===== src/verilog/frp_pkg.sv =====
// Shared constants and types for the flash function and read-parameter registers
package frp_pkg;

  // ----------------------------------------------------------------
  // Widths and command codes
  // ----------------------------------------------------------------
  localparam int   BYTE_W = 8;
  typedef logic [BYTE_W-1:0] frp_byte_t;

  localparam frp_byte_t CMD_WR_FUNC   = 8'h42;
  localparam frp_byte_t CMD_RD_FUNC   = 8'h48;
  localparam frp_byte_t CMD_SET_RP_NV = 8'h65;
  localparam frp_byte_t CMD_SET_RP_V0 = 8'hC0;
  localparam frp_byte_t CMD_SET_RP_V1 = 8'h63;
  localparam frp_byte_t CMD_RD_RP     = 8'h61;

  // ----------------------------------------------------------------
  // Function register layout
  // ----------------------------------------------------------------
  localparam int FN_RST_DIS = 0;
  localparam int FN_RSVD    = 1;
  localparam int FN_PROGRAM_SUSPENDED_FLAG    = 2;
  localparam int FN_ERASE_SUSPENDED_FLAG    = 3;
  localparam int FN_LOCK_LO = 4;
  localparam int FN_LOCK_HI = 7;
  localparam int LOCK_N     = FN_LOCK_HI - FN_LOCK_LO + 1;

  // ----------------------------------------------------------------
  // Read parameter register layout
  // ----------------------------------------------------------------
  localparam int RP_PIN_SEL  = 7;
  localparam int RP_DUMMY_HI = 6;
  localparam int RP_DUMMY_LO = 3;
  localparam int RP_WRAP_EN  = 2;
  localparam int RP_BURST_HI = 1;
  localparam int RP_BURST_LO = 0;
  localparam int DUMMY_W     = RP_DUMMY_HI - RP_DUMMY_LO + 1;
  localparam int BURST_W     = RP_BURST_HI - RP_BURST_LO + 1;

  localparam frp_byte_t           RP_RESET          = 8'h00;
  localparam logic [LOCK_N-1:0]   LOCK_RESET        = 4'h0;
  localparam logic [DUMMY_W-1:0]  DUMMY_USE_DEFAULT = 4'h0;
  localparam logic [6:0]          MIN_BURST_BYTES   = 7'h08;

  typedef enum logic [1:0] {
    FRP_PIN_HOLD  = 2'b00,
    FRP_PIN_RESET = 2'b01,
    FRP_PIN_DATA3 = 2'b10
  } frp_pin_t;

  // Burst code 0..3 selects 8, 16, 32 or 64 bytes
  function automatic logic [6:0] frp_burst_bytes(input logic [BURST_W-1:0] code);
    frp_burst_bytes = MIN_BURST_BYTES << code;
  endfunction : frp_burst_bytes

endpackage : frp_pkg


===== src/verilog/frp_link_if.sv =====
// Byte-level link between the serial front end and the register core
interface frp_link_if;
  import frp_pkg::*;
  logic      rx_valid;   // Received byte strobe
  frp_byte_t rx_byte;    // Received byte
  logic      frame_act;  // Chip select asserted
  logic      frame_end;  // Chip select released
  logic      tx_load;    // Load byte for shifting out
  frp_byte_t tx_byte;    // Byte to shift out

  modport front (output rx_valid, rx_byte, frame_act, frame_end, input tx_load, tx_byte);
  modport core  (input rx_valid, rx_byte, frame_act, frame_end, output tx_load, tx_byte);
endinterface : frp_link_if


===== src/verilog/frp_regs.sv =====
// Function register and read-parameter register pair of a serial flash
// Behaviour
// - Reset-disable bit sets once, moves reset pin
// - Written OTP ones stay one forever
// - Reset-disable default per variant; others zero
// - Program-suspended flag set on suspend, cleared resume
// - Erase-suspended flag set on suspend, cleared resume
// - Row lock bits block programming their row
// - Volatile copy loaded from persistent at power-up
// - Pin select chooses hold or reset
// - Quad enable or QPI makes pin data line
// - Enabled dedicated reset forces hold function
// - Dummy field gives one to fifteen cycles
// - Dummy field zero uses command default
// - Burst code gives 8/16/32/64 bytes
// - Wrap enable bit, reset off
// - Wrap at array end or burst boundary
// - 65h persistent, C0h/63h volatile copy writes
// - Read parameters reset to zero
module frp_regs #(
  parameter bit HAS_DEDICATED_RESET = 1'b0, // Variant has a dedicated reset pin
  parameter bit RST_DIS_DEFAULT     = 1'b0, // Variant default of reset-disable bit
  parameter int ADDR_W              = 21    // Array address width
) (
  input  wire logic                        clk,              // System clock
  input  wire logic                        rst_n,            // Power-up reset, active low
  input  wire logic                        sck,              // Serial clock pin
  input  wire logic                        cs_n,             // Chip select pin
  input  wire logic                        si,               // Serial data in pin
  output logic                             so,               // Serial data out
  output logic                             so_oe_n,          // Low while so is driven
  input  wire logic                        write_enable,     // Write enable latch state
  input  wire logic                        quad_enable,      // Quad enable status bit
  input  wire logic                        qpi_mode,         // Device in QPI mode
  input  wire logic                        suspend_req,      // Suspend command pulse
  input  wire logic                        resume_req,       // Resume command pulse
  input  wire logic                        program_active,   // Program in progress
  input  wire logic                        erase_active,     // Erase in progress
  input  wire logic                        ir_prog_req,      // Info row program request
  input  wire logic [1:0]                  ir_prog_row,      // Info row index
  output logic                             ir_prog_ok,       // Request granted pulse
  output logic                             ir_prog_refused,  // Request refused pulse
  input  wire logic [frp_pkg::DUMMY_W-1:0] default_dummy,    // Command default dummy count
  output logic [frp_pkg::DUMMY_W-1:0]      dummy_count,      // Dummy cycles to use
  output frp_pkg::frp_pin_t                shared_pin_mode,  // Shared pin function
  output logic                             dedicated_rst_en, // Dedicated reset pin live
  output logic                             wrap_enable,      // Burst wrap active
  output logic [6:0]                       burst_bytes,      // Burst length in bytes
  input  wire logic                        rd_addr_load,     // Load read address
  input  wire logic [ADDR_W-1:0]           rd_addr_start,    // Start address
  input  wire logic                        rd_addr_step,     // Advance read address
  output logic [ADDR_W-1:0]                rd_addr           // Current read address
);
  import frp_pkg::*;

  typedef enum logic [1:0] {
    ST_CMD   = 2'b00,
    ST_WDATA = 2'b01,
    ST_READ  = 2'b10,
    ST_SKIP  = 2'b11
  } frp_state_t;

  frp_link_if link ();

  frp_spi_front u_front (
    .clk     (clk),
    .rst_n   (rst_n),
    .sck     (sck),
    .cs_n    (cs_n),
    .si      (si),
    .so      (so),
    .so_oe_n (so_oe_n),
    .link    (link)
  );

  // ----------------------------------------------------------------
  // State
  // ----------------------------------------------------------------
  frp_state_t         state;
  frp_byte_t          cmd_q;
  frp_byte_t          wr_data;
  logic               wr_pend;
  logic               rst_dis;
  logic [LOCK_N-1:0]  locks;
  logic               program_suspended_flag;
  logic               erase_suspended_flag;
  frp_byte_t          rp_nv;
  frp_byte_t          rp_vol;
  logic               pwr_loaded;

  // ----------------------------------------------------------------
  // Command decode
  // ----------------------------------------------------------------
  wire       cmd_rx      = link.rx_valid & (state == ST_CMD);
  wire       is_wr_func  = link.rx_byte == CMD_WR_FUNC;
  wire       is_set_nv   = link.rx_byte == CMD_SET_RP_NV;
  wire       is_set_vol  = (link.rx_byte == CMD_SET_RP_V0) | (link.rx_byte == CMD_SET_RP_V1);
  wire       is_rd_func  = link.rx_byte == CMD_RD_FUNC;
  wire       is_rd_rp    = link.rx_byte == CMD_RD_RP;
  wire       commit      = link.frame_end & wr_pend;
  wire       commit_func = commit & (cmd_q == CMD_WR_FUNC);
  wire       commit_nv   = commit & (cmd_q == CMD_SET_RP_NV);
  wire       commit_vol  = commit & ((cmd_q == CMD_SET_RP_V0) | (cmd_q == CMD_SET_RP_V1));
  // Reserved bit wired to zero
  wire frp_byte_t fn_value = {locks, erase_suspended_flag, program_suspended_flag, 1'b0, rst_dis};
  wire       rd_is_func  = (state == ST_CMD) ? is_rd_func : (cmd_q == CMD_RD_FUNC);

  assign link.tx_load = link.rx_valid & ((state == ST_READ) | (cmd_rx & (is_rd_func | is_rd_rp)));
  assign link.tx_byte = rd_is_func ? fn_value : rp_vol;

  // Persistent writes need the write enable latch; volatile ones do not
  wire frp_state_t cmd_next = (is_rd_func | is_rd_rp) ? ST_READ :
                              ((is_wr_func | is_set_nv) & write_enable) | is_set_vol ?
                              ST_WDATA : ST_SKIP;

  always_ff @(posedge clk or negedge rst_n) begin
    if (!rst_n) begin
      state   <= ST_CMD;
      cmd_q   <= 8'h00;
      wr_data <= 8'h00;
      wr_pend <= 1'b0;
    end else if (link.frame_end || !link.frame_act) begin
      state   <= ST_CMD;
      wr_pend <= 1'b0;
    end else if (link.rx_valid) begin
      unique case (state)
        ST_CMD: begin
          cmd_q <= link.rx_byte;
          state <= cmd_next;
        end
        ST_WDATA: begin
          wr_data <= link.rx_byte;
          wr_pend <= 1'b1;
          state   <= ST_SKIP;
        end
        ST_READ: state <= ST_READ;
        ST_SKIP: state <= ST_SKIP;
      endcase
    end
  end

  // ----------------------------------------------------------------
  // Function register
  // ----------------------------------------------------------------
  always_ff @(posedge clk or negedge rst_n) begin
    if (!rst_n) begin
      rst_dis <= RST_DIS_DEFAULT;
      locks   <= LOCK_RESET;
    end else if (commit_func) begin
      rst_dis <= rst_dis | wr_data[FN_RST_DIS];
      locks   <= locks | wr_data[FN_LOCK_HI:FN_LOCK_LO];
    end
  end

  // Set wins over clear so a suspend landing with a resume is not lost
  always_ff @(posedge clk or negedge rst_n) begin
    if (!rst_n) begin
      program_suspended_flag <= 1'b0;
      erase_suspended_flag <= 1'b0;
    end else begin
      if (suspend_req && program_active) begin
        program_suspended_flag <= 1'b1;
      end else if (resume_req) begin
        program_suspended_flag <= 1'b0;
      end
      if (suspend_req && erase_active) begin
        erase_suspended_flag <= 1'b1;
      end else if (resume_req) begin
        erase_suspended_flag <= 1'b0;
      end
    end
  end

  always_ff @(posedge clk or negedge rst_n) begin
    if (!rst_n) begin
      ir_prog_ok      <= 1'b0;
      ir_prog_refused <= 1'b0;
    end else begin
      ir_prog_ok      <= ir_prog_req & ~locks[ir_prog_row];
      ir_prog_refused <= ir_prog_req & locks[ir_prog_row];
    end
  end

  // ----------------------------------------------------------------
  // Read parameter pair
  // ----------------------------------------------------------------
  always_ff @(posedge clk or negedge rst_n) begin
    if (!rst_n) begin
      rp_nv      <= RP_RESET;
      rp_vol     <= RP_RESET;
      pwr_loaded <= 1'b0;
    end else begin
      pwr_loaded <= 1'b1;
      if (!pwr_loaded) begin
        rp_vol <= rp_nv;
      end else if (commit_vol) begin
        rp_vol <= wr_data;
      end
      if (commit_nv) begin
        rp_nv <= wr_data;
      end
    end
  end

  // ----------------------------------------------------------------
  // Decoded controls; every read-parameter field is taken from the volatile copy
  // ----------------------------------------------------------------
  wire                 pin_is_data = quad_enable | qpi_mode;
  wire                 ded_live    = HAS_DEDICATED_RESET & ~rst_dis;
  wire [DUMMY_W-1:0]   dummy_fld   = rp_vol[RP_DUMMY_HI:RP_DUMMY_LO];
  wire frp_pin_t       next_pin    = pin_is_data ? FRP_PIN_DATA3 :
                                     rst_dis ? FRP_PIN_RESET :
                                     ded_live ? FRP_PIN_HOLD :
                                     rp_vol[RP_PIN_SEL] ? FRP_PIN_RESET :
                                     FRP_PIN_HOLD;
  wire [DUMMY_W-1:0]   next_dummy  = (dummy_fld == DUMMY_USE_DEFAULT) ?
                                     default_dummy : dummy_fld;
  wire [ADDR_W-1:0]    wrap_mask   = ADDR_W'(burst_bytes) - ADDR_W'(1);
  wire [ADDR_W-1:0]    addr_inc    = rd_addr + ADDR_W'(1);
  wire [ADDR_W-1:0]    next_addr   = wrap_enable ?
                                     (rd_addr & ~wrap_mask) | (addr_inc & wrap_mask) :
                                     addr_inc;

  always_ff @(posedge clk or negedge rst_n) begin
    if (!rst_n) begin
      shared_pin_mode  <= FRP_PIN_HOLD;
      dedicated_rst_en <= 1'b0;
      dummy_count      <= DUMMY_USE_DEFAULT;
      wrap_enable      <= 1'b0;
      burst_bytes      <= MIN_BURST_BYTES;
    end else begin
      shared_pin_mode  <= next_pin;
      dedicated_rst_en <= ded_live;
      dummy_count      <= next_dummy;
      wrap_enable      <= rp_vol[RP_WRAP_EN];
      burst_bytes      <= frp_burst_bytes(rp_vol[RP_BURST_HI:RP_BURST_LO]);
    end
  end

  always_ff @(posedge clk or negedge rst_n) begin
    if (!rst_n) begin
      rd_addr <= '0;
    end else if (rd_addr_load) begin
      rd_addr <= rd_addr_start;
    end else if (rd_addr_step) begin
      rd_addr <= next_addr;
    end
  end
endmodule : frp_regs


===== src/verilog/frp_spi_front.sv =====
// Oversampled single-line serial front end, mode 0, MSB first
module frp_spi_front (
  input  wire logic clk,     // System clock
  input  wire logic rst_n,   // Async reset, active low
  input  wire logic sck,     // Serial clock pin
  input  wire logic cs_n,    // Chip select pin, active low
  input  wire logic si,      // Serial data in pin
  output logic      so,      // Serial data out
  output logic      so_oe_n, // Output enable, low while driving
  frp_link_if.front link     // Byte link to core
);
  import frp_pkg::*;

  // ----------------------------------------------------------------
  // Pin synchronisers
  // ----------------------------------------------------------------
  logic [1:0] sck_s;
  logic [1:0] cs_s;
  logic [1:0] si_s;
  logic       sck_d;
  logic       cs_d;
  logic [2:0] bit_cnt;
  frp_byte_t  rx_sh;
  frp_byte_t  tx_sh;
  logic       drive;

  wire sck_rise = sck_s[1] & ~sck_d;
  wire sck_fall = ~sck_s[1] & sck_d;
  wire sel      = ~cs_s[1];

  always_ff @(posedge clk or negedge rst_n) begin
    if (!rst_n) begin
      sck_s <= 2'h0;
      cs_s  <= 2'h3;
      si_s  <= 2'h0;
      sck_d <= 1'b0;
      cs_d  <= 1'b1;
    end else begin
      sck_s <= {sck_s[0], sck};
      cs_s  <= {cs_s[0], cs_n};
      si_s  <= {si_s[0], si};
      sck_d <= sck_s[1];
      cs_d  <= cs_s[1];
    end
  end

  // ----------------------------------------------------------------
  // Byte assembly and shift-out
  // ----------------------------------------------------------------
  always_ff @(posedge clk or negedge rst_n) begin
    if (!rst_n) begin
      bit_cnt       <= 3'h0;
      rx_sh         <= 8'h00;
      link.rx_valid <= 1'b0;
      link.rx_byte  <= 8'h00;
    end else begin
      link.rx_valid <= sel & sck_rise & (bit_cnt == 3'h7);
      if (!sel) begin
        bit_cnt <= 3'h0;
      end else if (sck_rise) begin
        bit_cnt <= bit_cnt + 3'h1;
        rx_sh   <= {rx_sh[6:0], si_s[1]};
        if (bit_cnt == 3'h7) begin
          link.rx_byte <= {rx_sh[6:0], si_s[1]};
        end
      end
    end
  end

  // Output bit changes on the falling edge so the host samples it on the next rise
  always_ff @(posedge clk or negedge rst_n) begin
    if (!rst_n) begin
      tx_sh <= 8'h00;
      so    <= 1'b0;
      drive <= 1'b0;
    end else if (!sel) begin
      drive <= 1'b0;
    end else if (link.tx_load) begin
      tx_sh <= link.tx_byte;
      drive <= 1'b1;
    end else if (sck_fall && drive) begin
      so    <= tx_sh[7];
      tx_sh <= {tx_sh[6:0], 1'b0};
    end
  end

  assign so_oe_n        = ~drive;
  assign link.frame_act = sel;
  assign link.frame_end = cs_s[1] & ~cs_d;

endmodule : frp_spi_front

===== config.mk =====
export PLATFORM = sky130hd
export DESIGN_NAME = frp_regs
export DESIGN_NICKNAME = d
export VERILOG_FILES = /design/src/verilog/frp_pkg.sv /design/src/verilog/frp_link_if.sv /design/src/verilog/frp_regs.sv /design/src/verilog/frp_spi_front.sv
export SDC_FILE = /design/constraint.sdc
export NUM_CORES = 1
export LEC_CHECK = 0
export ABC_AREA = 0
export BUFFER_PORTS_ARGS = -buffer_cell sky130_fd_sc_hd__buf_2
export CAP_MARGIN = 10
export CORE_MARGIN = 2
export CORE_UTILIZATION = 35
export CTS_CLUSTER_SIZE = 16
export DETAILED_ROUTE_END_ITERATION = 10
export PLACE_DENSITY_LB_ADDON = 0.12
export REMOVE_ABC_BUFFERS = 1
export SYNTH_ARGS = -nofsm -noshare
export SYNTH_HDL_FRONTEND = slang
export SYNTH_SLANG_ARGS = --single-unit

===== constraint.sdc =====
create_clock -name clk -period 5.5 [get_ports clk]
set_clock_uncertainty 0.05 [all_clocks]
set_input_delay 0.55 -clock clk [delete_from_list [all_inputs] [get_ports clk]]
set_output_delay 0.55 -clock clk [all_outputs]
set_load 0.01 [all_outputs]

==> run metrics <==
outcome=finished clean; CTS tree=yes; vias=3,502; IO buf count=77; sequential fraction of the synthesis area=56.0%; Residual DRC=0; Max FO, Critical Path=13; Setup WS post-layout=2.98 ns; synth unique cells=59; crit path from=burst_bytes[4]$_DFF_PN0_; antenna violations before repair=0; EDFF count, synth=0; Die H=125 microns; total congestion overflow=0; maxcap violations=0; Slew Limit Fails=0; cts repair resizes=0; multi-input logic area=2100 sq um; hold crit path type=in -> async; placed insts=681; Crit path required time=5.73 ns; slowest library cell on the worst path=a211oi_2; TritonRoute pass-1 iters=4; Layout Cells excl Fill=713; crit end category=flop; maximum clock rate=396 MHz; clk slew on worst S/H paths=0.05 ns; drt total wl=10,700 microns; first-pass GRT wire length=18,200 microns; Syn Inst Count=434; critical path data arrival time=2.76 ns; Ports=82; Area Overhead vs Synth=21.8%; Via density=4.91; clk root buf=clkbuf_16; Clk Latency, worst-skew pair=0.40 ns; CP cell instances=inv_1 -> ha_1 -> or3b_1 -> a211oi_2 -> nand4_1 -> xnor2_1 -> mux2_2; die width=125 microns; mean cell area of the mapped netlist=11.8 sq um; gpl congestion=0.777; worst relative slew slack=22.2%; Area contributors post-synth=dfrtp_1 (54%), mux2_2 (9.0%), mux2i_1 (3.9%); DR iter-0 viols=196; vias in the first global route=3,573; post-synth top area share=53.9%; Final period util=45.9%; flop-to-flop setup slack=2.98 ns; warnings from Yosys=0; DR WL/cell=15.0 microns; Final ANT Viol Nets=0; hold buffers post-CTS=0; final setup fails=0; GRT Resource Usage Total=14.7%; cell count of the worst reg-to-reg path=7; row count=44; Sink Count=114; kind of critical path=reg -> reg; Initial Utilization=35.5%; r2r startpoint=burst_bytes[4]$_DFF_PN0_; HPWL after DPL=7540 microns; leakage power=2.95 nW; CP Launch Type=flop; Layout Nets=562; fill cell count=1,406; worst slew pin tran=1.16 ns; asr flop ratio synth=100%; flops & latches, synth=114; largest net degree at the start of global routing=64; Post-CTS Setup Bufs=0; Cell Pwr Density=342 nW/um^2; Yosys top cell by area=dfrtp_1; final hold violations=0; DIE AREA=15,600 sq um; total CTS buffers=17; antenna cell count=0; core area=14,400 sq um; register area=2860 sq um; peak supply drop=0.000239 V; Tmin final=2.52 ns; Post-synth top flop=dfrtp_1; mapped cell area=5100 sq um; setup_tns=0 ns; critical path's largest stage delay=0.73 ns; fraction of layout cells with a size suffix above 1=31.9%; Clock Tree Buf Depth=2; H-tree levels=4; DP Worst Slack=2.98 ns; unrepaired setup endpoints after global routing=no
==> cells by family after synthesis <==
family	synth area share [%]
buffers and inverters	3.04
AO/OA/AOI/OAI	8.88
multiplexers	13.9
adder cells (fa/ha/maj)	0.981
flip-flops	56.0
XOR/XNOR	3.60
other	0.147
AND/OR/NAND/NOR	13.5
==> cells in the mapped netlist, types with 3 or more instances <==
master and n:
nand4_1 9, nand3b_1 5, clkbuf_1 8, inv_1 13, o211ai_1 8, and2_1 3
o21ai_1 15, a21oi_1 12, dfrtp_1 110, ha_1 4, nor2b_1 5, nand3_1 15
mux2_2 41, nor3_1 4, mux2i_1 20, buf_2 4, xor2_1 14, nor2_1 26
dfstp_2 4, a21o_1 6, a31o_2 3, xnor2_1 7, nor4_1 4, nand2_1 38
o21ai_0 8, buf_4 4, nor4b_1 3
==> critical path: cells and delay by family, from the launching register on <==
kind                     cells  cell delay (ns)
AO/OA/AOI/OAI                1             0.73
XOR/XNOR                     1             0.17
adder cells (fa/ha/maj)      1             0.16
buffers and inverters        1             0.06
flip-flops                   1             0.38
multiplexers                 1             0.25
AND/OR/NAND/NOR              2             0.61
==> area by class of cell <==
cell class                 count  share of cell area, %
multi-input combinational    291                   33.8
timing repair buffer          79                   6.48
clock inverter                 3                  0.242
tap                          184                   3.70
clock buffer                  29                   9.02
inverter                      13                  0.785
sequential                   114                   46.0
==> layout by cell type, fill, tap and decap left out, types with 3 or more instances in the layout <==
cell	netlist	routed
clkbuf_1	8	3
clkbuf_8	0	9
inv_1	13	13
mux2_2	41	41
clkinv_2	0	3
buf_2	4	76
nor4_1	4	4
buf_4	4	3
and2_1	3	3
clkbuf_16	0	17
o211ai_1	8	8
o21ai_1	15	15
nor4b_1	3	3
dfstp_2	4	4
nand2_1	38	38
nor3_1	4	4
nand4_1	9	9
dfrtp_1	110	110
nand3_1	15	15
conb_1	2	5
o21ai_0	8	8
nor2b_1	5	5
a21oi_1	12	12
mux2i_1	20	20
a21o_1	6	6
nor2_1	26	26
xnor2_1	7	7
ha_1	4	4
xor2_1	14	14
a31o_2	3	3
nand3b_1	5	5
==> metrics by stage <==
| stage | hold WS, ns | instance area, sq um | power [mW] | util (%) |
|---|---|---|---|---|
| global placement | 0.290 | 5640 | 1.11 | 39.3 |
| finish | 0.113 | 6220 | 2.13 | 43.3 |
| detailed placement | 0.285 | 5640 | 1.11 | 39.3 |
| CTS | 0.127 | 6220 | 2.16 | 43.3 |
| floorplan | 0.204 | 5010 | 1.03 | - |
| global route | 0.158 | 6220 | 2.23 | 43.3 |
==> worst min-delay path by stage <==
stage	slack [ns]	startpoint	end
finish	0.11	rst_n	rd_addr[2]$_DFFE_PN0P_
global route	0.16	rst_n	rd_addr[2]$_DFFE_PN0P_
CTS	0.13	rst_n	rd_addr[2]$_DFFE_PN0P_
detailed placement	0.28	u_front.si_s[0]$_DFF_PN0_	u_front.si_s[1]$_DFF_PN0_
global placement	0.29	u_front.sck_s[0]$_DFF_PN0_	u_front.sck_s[1]$_DFF_PN0_
floorplan	0.20	rst_n	asynchronous set/reset pin
==> layer usage <==
layer,part of all wire (%),track usage [%],up-vias
li1,-,-,1693
met1,48,19.3,1726
met2,47,23.0,74
met3,4.5,4.64,9
met4,0.92,4.82,0
met5,0,0,-
==> where the power goes <==
part / switching [mW] / leakage [nW] / total (mW) / internal (mW)
combinational: 0.0802 / 1.18 / 0.153 / 0.0731
sequential: 0.0477 / 1.48 / 0.942 / 0.894
clock: 0.352 / 0.289 / 1.03 / 0.681
total: 0.480 / 2.95 / 2.13 / 1.65
Power figures use the tool's default switching activity.
